[src/verilog/pacr_pkg.sv]
// Constants and carrier types for the page-1 audio configuration register bank
package pacr_pkg;

  // ----------------------------------------------------------------
  // Register offsets
  // ----------------------------------------------------------------
  localparam logic [7:0] PACR_OFS_PAGE_SELECT = 8'h00;
  localparam logic [7:0] PACR_OFS_FILTER_UPDATE = 8'h03;
  localparam logic [7:0] PACR_OFS_SERIAL_CLOCK = 8'h0d;
  localparam logic [7:0] PACR_OFS_DYN_CHANNEL = 8'h0e;
  localparam logic [7:0] PACR_OFS_RATE_CONV0 = 8'h17;
  localparam logic [7:0] PACR_OFS_RATE_CONV1 = 8'h18;

  // Page that this bank answers on
  localparam logic [7:0] PACR_BANK_PAGE = 8'h01;

  // ----------------------------------------------------------------
  // Reset values
  // ----------------------------------------------------------------
  localparam logic [7:0] PACR_RST_PAGE_SELECT = 8'h00;
  localparam logic [7:0] PACR_RST_FILTER_UPDATE = 8'h00;
  localparam logic [7:0] PACR_RST_SERIAL_CLOCK = 8'h00;
  localparam logic [7:0] PACR_RST_DYN_CHANNEL = 8'h00;
  localparam logic [7:0] PACR_RST_RATE_CONV0 = 8'h00;
  localparam logic [7:0] PACR_RST_RATE_CONV1 = 8'h00;
  localparam logic [7:0] PACR_RD_IDLE = 8'h00;

  // ----------------------------------------------------------------
  // Writable-bit masks; reserved positions store nothing
  // ----------------------------------------------------------------
  localparam logic [7:0] PACR_WMASK_PAGE_SELECT = 8'hff;
  localparam logic [7:0] PACR_WMASK_FILTER_UPDATE = 8'h01;
  localparam logic [7:0] PACR_WMASK_SERIAL_CLOCK = 8'hc6;
  localparam logic [7:0] PACR_WMASK_DYN_CHANNEL = 8'hf8;
  localparam logic [7:0] PACR_WMASK_RATE_CONV0 = 8'hc0;
  localparam logic [7:0] PACR_WMASK_RATE_CONV1 = 8'hff;

  // ----------------------------------------------------------------
  // Field positions
  // ----------------------------------------------------------------
  localparam int PACR_BIT_BIQUAD_UPDATE = 0;
  localparam int PACR_BIT_PRI_OVERRIDE = 7;
  localparam int PACR_BIT_SEC_OVERRIDE = 6;
  localparam int PACR_BIT_PRI_INT_FSYNC = 2;
  localparam int PACR_BIT_SEC_INT_FSYNC = 1;
  localparam int PACR_BIT_FORCE_MASK = 7;
  localparam int PACR_MASK_MSB = 6;
  localparam int PACR_MASK_LSB = 3;
  localparam int PACR_BIT_CONV_EN = 7;
  localparam int PACR_BIT_AUTODET_DIS = 6;
  localparam int PACR_BIT_MAIN_MANUAL = 7;
  localparam int PACR_BIT_MAIN_SOURCE = 6;
  localparam int PACR_RATIO_M_MSB = 5;
  localparam int PACR_RATIO_M_LSB = 3;
  localparam int PACR_RATIO_N_MSB = 2;
  localparam int PACR_RATIO_N_LSB = 0;

  // Ratio field codes
  localparam logic [2:0] PACR_RATIO_AUTO = 3'h0;
  localparam logic [2:0] PACR_RATIO_RSVD_A = 3'h5;
  localparam logic [2:0] PACR_RATIO_RSVD_B = 3'h7;

  // ----------------------------------------------------------------
  // Carrier types
  // ----------------------------------------------------------------
  typedef struct packed {
    logic wr_en;
    logic rd_en;
    logic [7:0] addr;
    logic [7:0] wdata;
  } pacr_req_s;

  typedef struct packed {
    logic bclk_is_output;
    logic fsync_is_output;
    logic use_internal_fsync;
  } pacr_port_dir_s;

  typedef struct packed {
    logic manual;
    logic reserved;
    logic [2:0] value;
  } pacr_ratio_s;

  typedef enum logic [1:0] {
    PACR_RD_IDLE_ST = 2'b00,
    PACR_RD_HIT_ST = 2'b01,
    PACR_RD_MISS_ST = 2'b10
  } pacr_rd_state_e;

endpackage

[src/verilog/pacr_regs.sv]
// Page-1 audio configuration register bank with decoded control outputs
`timescale 1ns/10ps

module pacr_regs
  import pacr_pkg::*;
(
  input wire logic ref_clk,
  input wire logic sys_rst,
  input wire pacr_pkg::pacr_req_s ctrl_req,
  output logic [7:0] ctrl_rdata,
  output logic ctrl_rvalid,
  output logic ctrl_page_hit,
  input wire logic primary_port_role,
  input wire logic secondary_port_role,
  input wire logic [3:0] standard_max_channel_select,
  input wire logic auto_main_rate_source,
  output logic [7:0] page_select,
  output logic biquad_runtime_update_en,
  output pacr_pkg::pacr_port_dir_s primary_port_dir,
  output pacr_pkg::pacr_port_dir_s secondary_port_dir,
  output logic clock_autodetect_en,
  output logic [3:0] max_channel_enable,
  output logic rate_converter_enable,
  output logic rate_autodetect_en,
  output logic main_rate_source,
  output pacr_pkg::pacr_ratio_s ratio_m,
  output pacr_pkg::pacr_ratio_s ratio_n
);
  import pacr_pkg::*;

  // ----------------------------------------------------------------
  // Helpers
  // ----------------------------------------------------------------
  // Role 1 is controller; the override flips only the frame sync direction, the bit clock follows the role
  function automatic pacr_port_dir_s port_dir(input logic role, input logic ovr,
                                              input logic int_fs);
    pacr_port_dir_s d;
    d.bclk_is_output = role;
    d.fsync_is_output = ovr ? ~role : role;
    // Internal frame sync only matters while this end makes the frame sync
    d.use_internal_fsync = d.fsync_is_output & int_fs;
    return d;
  endfunction

  function automatic pacr_ratio_s ratio_decode(input logic [2:0] code);
    pacr_ratio_s r;
    r.manual = (code != PACR_RATIO_AUTO);
    r.reserved = (code == PACR_RATIO_RSVD_A) || (code == PACR_RATIO_RSVD_B);
    // Reserved codes are passed on as auto so the converter never sees them
    r.value = r.reserved ? PACR_RATIO_AUTO : code;
    if (r.reserved) begin
      r.manual = 1'b0;
    end
    return r;
  endfunction

  // Masked write keeps reserved positions at zero whatever software sends
  function automatic logic [7:0] masked(input logic [7:0] data, input logic [7:0] mask);
    return data & mask;
  endfunction

  // ----------------------------------------------------------------
  // Register state
  // ----------------------------------------------------------------
  logic [7:0] page_reg;
  logic [7:0] page_next;
  logic [7:0] filter_reg;
  logic [7:0] filter_next;
  logic [7:0] sclk_reg;
  logic [7:0] sclk_next;
  logic [7:0] dynch_reg;
  logic [7:0] dynch_next;
  logic [7:0] conv0_reg;
  logic [7:0] conv0_next;
  logic [7:0] conv1_reg;
  logic [7:0] conv1_next;
  logic bank_sel;

  // Offset zero is visible on every page; the rest only on this bank's page
  assign bank_sel = (page_reg == PACR_BANK_PAGE);

  always_comb begin
    page_next = page_reg;
    filter_next = filter_reg;
    sclk_next = sclk_reg;
    dynch_next = dynch_reg;
    conv0_next = conv0_reg;
    conv1_next = conv1_reg;
    if (ctrl_req.wr_en) begin
      if (ctrl_req.addr == PACR_OFS_PAGE_SELECT) begin
        page_next = masked(ctrl_req.wdata, PACR_WMASK_PAGE_SELECT);
      end else if (bank_sel) begin
        case (ctrl_req.addr)
          PACR_OFS_FILTER_UPDATE: begin
            filter_next = masked(ctrl_req.wdata, PACR_WMASK_FILTER_UPDATE);
          end
          PACR_OFS_SERIAL_CLOCK: begin
            sclk_next = masked(ctrl_req.wdata, PACR_WMASK_SERIAL_CLOCK);
          end
          PACR_OFS_DYN_CHANNEL: begin
            dynch_next = masked(ctrl_req.wdata, PACR_WMASK_DYN_CHANNEL);
          end
          PACR_OFS_RATE_CONV0: begin
            conv0_next = masked(ctrl_req.wdata, PACR_WMASK_RATE_CONV0);
          end
          PACR_OFS_RATE_CONV1: begin
            conv1_next = masked(ctrl_req.wdata, PACR_WMASK_RATE_CONV1);
          end
          default: begin
            // Unmapped offsets ignore the write
          end
        endcase
      end
    end
  end

  always_ff @(posedge ref_clk) begin
    if (sys_rst) begin
      page_reg <= PACR_RST_PAGE_SELECT;
      filter_reg <= PACR_RST_FILTER_UPDATE;
      sclk_reg <= PACR_RST_SERIAL_CLOCK;
      dynch_reg <= PACR_RST_DYN_CHANNEL;
      conv0_reg <= PACR_RST_RATE_CONV0;
      conv1_reg <= PACR_RST_RATE_CONV1;
    end else begin
      page_reg <= page_next;
      filter_reg <= filter_next;
      sclk_reg <= sclk_next;
      dynch_reg <= dynch_next;
      conv0_reg <= conv0_next;
      conv1_reg <= conv1_next;
    end
  end

  // ----------------------------------------------------------------
  // Read path
  // ----------------------------------------------------------------
  // Read data is registered: one cycle from request to answer
  pacr_rd_state_e rd_state_reg;
  pacr_rd_state_e rd_state_next;
  logic [7:0] rdata_reg;
  logic [7:0] rdata_next;

  always_comb begin
    rd_state_next = PACR_RD_IDLE_ST;
    rdata_next = PACR_RD_IDLE;
    if (ctrl_req.rd_en) begin
      rd_state_next = PACR_RD_HIT_ST;
      if (ctrl_req.addr == PACR_OFS_PAGE_SELECT) begin
        rdata_next = page_reg;
      end else if (bank_sel) begin
        case (ctrl_req.addr)
          PACR_OFS_FILTER_UPDATE: rdata_next = filter_reg;
          PACR_OFS_SERIAL_CLOCK: rdata_next = sclk_reg;
          PACR_OFS_DYN_CHANNEL: rdata_next = dynch_reg;
          PACR_OFS_RATE_CONV0: rdata_next = conv0_reg;
          PACR_OFS_RATE_CONV1: rdata_next = conv1_reg;
          default: rd_state_next = PACR_RD_MISS_ST;
        endcase
      end else begin
        rd_state_next = PACR_RD_MISS_ST;
      end
    end
  end

  always_ff @(posedge ref_clk) begin
    if (sys_rst) begin
      rd_state_reg <= PACR_RD_IDLE_ST;
      rdata_reg <= PACR_RD_IDLE;
    end else begin
      rd_state_reg <= rd_state_next;
      rdata_reg <= rdata_next;
    end
  end

  always_comb begin
    case (rd_state_reg)
      PACR_RD_HIT_ST: begin
        ctrl_rvalid = 1'b1;
        ctrl_page_hit = 1'b1;
      end
      PACR_RD_MISS_ST: begin
        ctrl_rvalid = 1'b1;
        ctrl_page_hit = 1'b0;
      end
      default: begin
        ctrl_rvalid = 1'b0;
        ctrl_page_hit = 1'b0;
      end
    endcase
  end

  // Misses read as zero, as do reserved bits, since they never store
  assign ctrl_rdata = rdata_reg;

  // ----------------------------------------------------------------
  // Decoded controls
  // ----------------------------------------------------------------
  logic pri_ovr;
  logic sec_ovr;

  assign pri_ovr = sclk_reg[PACR_BIT_PRI_OVERRIDE];
  assign sec_ovr = sclk_reg[PACR_BIT_SEC_OVERRIDE];

  assign page_select = page_reg;
  assign biquad_runtime_update_en = filter_reg[PACR_BIT_BIQUAD_UPDATE];

  assign primary_port_dir = port_dir(primary_port_role, pri_ovr,
                                     sclk_reg[PACR_BIT_PRI_INT_FSYNC]);
  assign secondary_port_dir = port_dir(secondary_port_role, sec_ovr,
                                       sclk_reg[PACR_BIT_SEC_INT_FSYNC]);

  // Either override makes the clock roles fixed, so detection must stay off
  assign clock_autodetect_en = ~(pri_ovr | sec_ovr);

  assign max_channel_enable = dynch_reg[PACR_BIT_FORCE_MASK]
                            ? dynch_reg[PACR_MASK_MSB:PACR_MASK_LSB]
                            : standard_max_channel_select;

  assign rate_converter_enable = conv0_reg[PACR_BIT_CONV_EN];
  assign rate_autodetect_en = ~conv0_reg[PACR_BIT_AUTODET_DIS];

  assign main_rate_source = conv1_reg[PACR_BIT_MAIN_MANUAL]
                          ? conv1_reg[PACR_BIT_MAIN_SOURCE]
                          : auto_main_rate_source;

  assign ratio_m = ratio_decode(conv1_reg[PACR_RATIO_M_MSB:PACR_RATIO_M_LSB]);
  assign ratio_n = ratio_decode(conv1_reg[PACR_RATIO_N_MSB:PACR_RATIO_N_LSB]);

endmodule
[config.mk]
export PLATFORM = sky130hd
export DESIGN_NAME = pacr_regs
export DESIGN_NICKNAME = d
export VERILOG_FILES = /design/src/verilog/pacr_pkg.sv /design/src/verilog/pacr_regs.sv
export SDC_FILE = /design/constraint.sdc
export NUM_CORES = 1
export LEC_CHECK = 0
export BUFFER_PORTS_ARGS = -buffer_cell sky130_fd_sc_hd__buf_2
export CORE_MARGIN = 3
export CORE_UTILIZATION = 56
export CTS_BUF_LIST = sky130_fd_sc_hd__clkbuf_8
export CTS_CLUSTER_DIAMETER = 150
export DETAILED_ROUTE_END_ITERATION = 6
export PLACE_DENSITY = 0.95
export SETUP_SLACK_MARGIN = 0.5
export SYNTH_ARGS = -nofsm -noshare
export SYNTH_HDL_FRONTEND = slang
export SYNTH_SLANG_ARGS = --single-unit
[constraint.sdc]
create_clock -name ref_clk -period 4.9 [get_ports ref_clk]
set_input_delay 0.98 -clock ref_clk [delete_from_list [all_inputs] [get_ports ref_clk]]
set_output_delay 0.98 -clock ref_clk [all_outputs]
set_load 0.005 [all_outputs]
==> run summary <==
status: finished clean
Clock Tree Root: clkbuf_8
Hold Fails Final Rpt: 0
initial drt markers: 188
Synth Area in Compound Gates: 0.1359
fin nets: 319
I/O pins: 70
largest family of logic cells by synthesized area: simple AND/OR/NAND/NOR gates
Net Sw Frac: 0.2267
YS warnings: 0
H-tree depth: 2
Clk network pwr share: 0.417
Int Power: 0.4795 mW
syn_area_per_cell: 8.926 um2
Crit Path Max Fanout: 11
most area-consuming cells after synthesis: dfxtp_1 (37%), mux2i_1 (7.3%), nand2b_1 (7.0%)
Fin Setup TNS: 0 ps
post-DP HPWL: 3806 um
Crit. End Element: register
Rel. slew slack: 0.3101
Peak Freq: 361.8 MHz
GRT overflow: 0
post-CTS setup buffer count: 0
Post-synth EDFFs: 0
CTS tree: done
vias per cell: 5.870
Total Die Area: 4446 um2
Wirelength per Cell: 15.22 um
core area: 3442 um2
CP required: 5120 ps
Synth Area in Simple Gates: 0.3216
synth unique cells: 48
Synth Area in XOR/XNOR: 0.01699
post-synthesis mux area share: 0.1001
Pwr Density: 248.8 nW/um2
Core Util, Final: 0.7241
clk sink count: 38
area grow syn2layout: 20.87%
placed cells: 330
Critical Path Start Type: input port
most common cell in the netlist: dfxtp_1
Leak Pwr: 1.113 nW
Final Skew: 4.499 ps
Site Rows: 21
worst endpoint data arrival time: 2980 ps
RSZ-0062 raised after global routing: false
CTS max path bufs: 2
largest net degree at the start of global routing: 39
synthesized cell area: 2062 um2
Post-Synth Adder-Cell Area: 0.006068
flops & latches, synth: 38
Setup CP Type: in -> reg
clk_lat worst skew: 290 ps
vias in the first global route: 1709
total wire length: 5143 um
min cycle time layout: 2764 ps
share of layout cells above drive strength 1: 0.3151
NetSw: 0.1406 mW
Non-Filler Instances: 338
post-CTS sizing: 0
Die H: 66.68 um
worst hold-check path type: reg -> reg
IR drop worst, VDD: 0.0001930 V
CTS Buf Count: 5
Worst Tran Pin Value: 1031 ps
via count: 1984
antenna violations before repair: 0
commonest cells in the netlist: dfxtp_1 (38), nand2b_1 (23), mux2i_1 (15)
share of the synthesized area in the top cell type: 0.3689
initial core utilization: 0.5991
final setup fails: 0
CTS Hold Bufs: 0
hold path cells: 2
Mapped Cells: 231
post-synthesis async set-or-reset flop share: 0
total power: 0.6201 mW
Placer Congestion: 0.8371
first-pass GRT wire length: 8086 um
antenna-violating nets left: 0
Slew Viols, Final: 0
sequential area share after synthesis: 0.3689
drc violations: 0
diode count: 0
DR pass1 iterations: 4
Die Wd: 66.68 um
Register-to-Register Path Depth: 4
Synth area leader: dfxtp_1
max cap viols: 0
Global Route Usage Sum: 0.2412
Gate power share: 0.084
crit share post-route: 0.5640
number of port buffers: 69
Synth Flop Type: dfxtp_1
Worst-path clk slew: 70 ps
Reg power frac: 0.499
Post-Syn Nets: 259
==> critical path, cell delays in order <==
cell,delay (ps)
buf_2,110
nor4b_2,890
o2111a_1,390
and3_1,370
mux2i_1,240
==> metal layers <==
layer	GRT usage	wire length, um	up-vias
met1	0.2966	2072	921
met2	0.3973	2521	106
li1	-	-	947
met3	0.05396	468	10
met4	0.1117	80	0
met5	0	0	-
==> power by group through the flow <==
stage	Sequential (mW)	Clock [mW]	Combinational, mW
after floorplan	0.316	0	0.0315
after global placement	0.317	0	0.0504
after detailed placement	0.317	0	0.0514
after CTS	0.309	0.260	0.0518
after global routing	0.309	0.272	0.0580
final	0.309	0.258	0.0524
==> kinds of logic after synthesis <==
family,Yosys count
flip-flops,38
XOR/XNOR,4
AO/OA/AOI/OAI,38
adder cells (fa/ha/maj),1
buffers and inverters,21
AND/OR/NAND/NOR,109
multiplexers,20
==> cells in the final DEF, fill, tap and decap left out, types with 2 or more instances in the layout <==
cell / instances
a211oi_2: 2
nand3_1: 12
a22oi_1: 2
buf_2: 69
a221oi_1: 3
or3_1: 2
mux2_2: 5
a22o_1: 2
inv_1: 7
o21ai_0: 10
nor2_1: 8
nor3_1: 9
and3_1: 10
nor2b_1: 12
a2111oi_0: 2
and2_1: 6
nand2b_1: 23
nand2_1: 14
xor2_1: 3
dfxtp_1: 38
clkbuf_8: 5
mux2i_1: 15
a21oi_1: 8
==> per-stage QoR <==
stage	hold slack (ps)	setup WS [ps]	instance area (um2)
6_report	488.8	2136	2492
2_1_floorplan	453.7	2602	2062
5_1_grt	505.7	2034	2492
3_5_place_dp	478.9	1848	2386
3_3_place_gp	474.6	2006	2386
4_1_cts	489.7	2169	2492
==> final cells by class <==
cell class                      instances  area (um2)
Sequential cell                        38       760.7
Clock buffer                            5       68.82
Tap cell                               46       57.56
Clock inverter                          3       37.54
Multi-Input combinational cell        172        1204
Timing Repair Buffer                   69       345.3
Fill cell                             262       949.7
Inverter                                5       18.77
==> worst paths after layout <==
check	startpoint	end	slack, ps
worst max-delay path	ctrl_req[15]	dynch_reg[3]	2140
worst min-delay path	dynch_reg[4]	dynch_reg[4]	490
worst max register to register	page_select[1]	ctrl_rdata[6]	3030
worst min register to register	dynch_reg[4]	dynch_reg[4]	490
No activity file was read; power rests on OpenSTA's default activity.
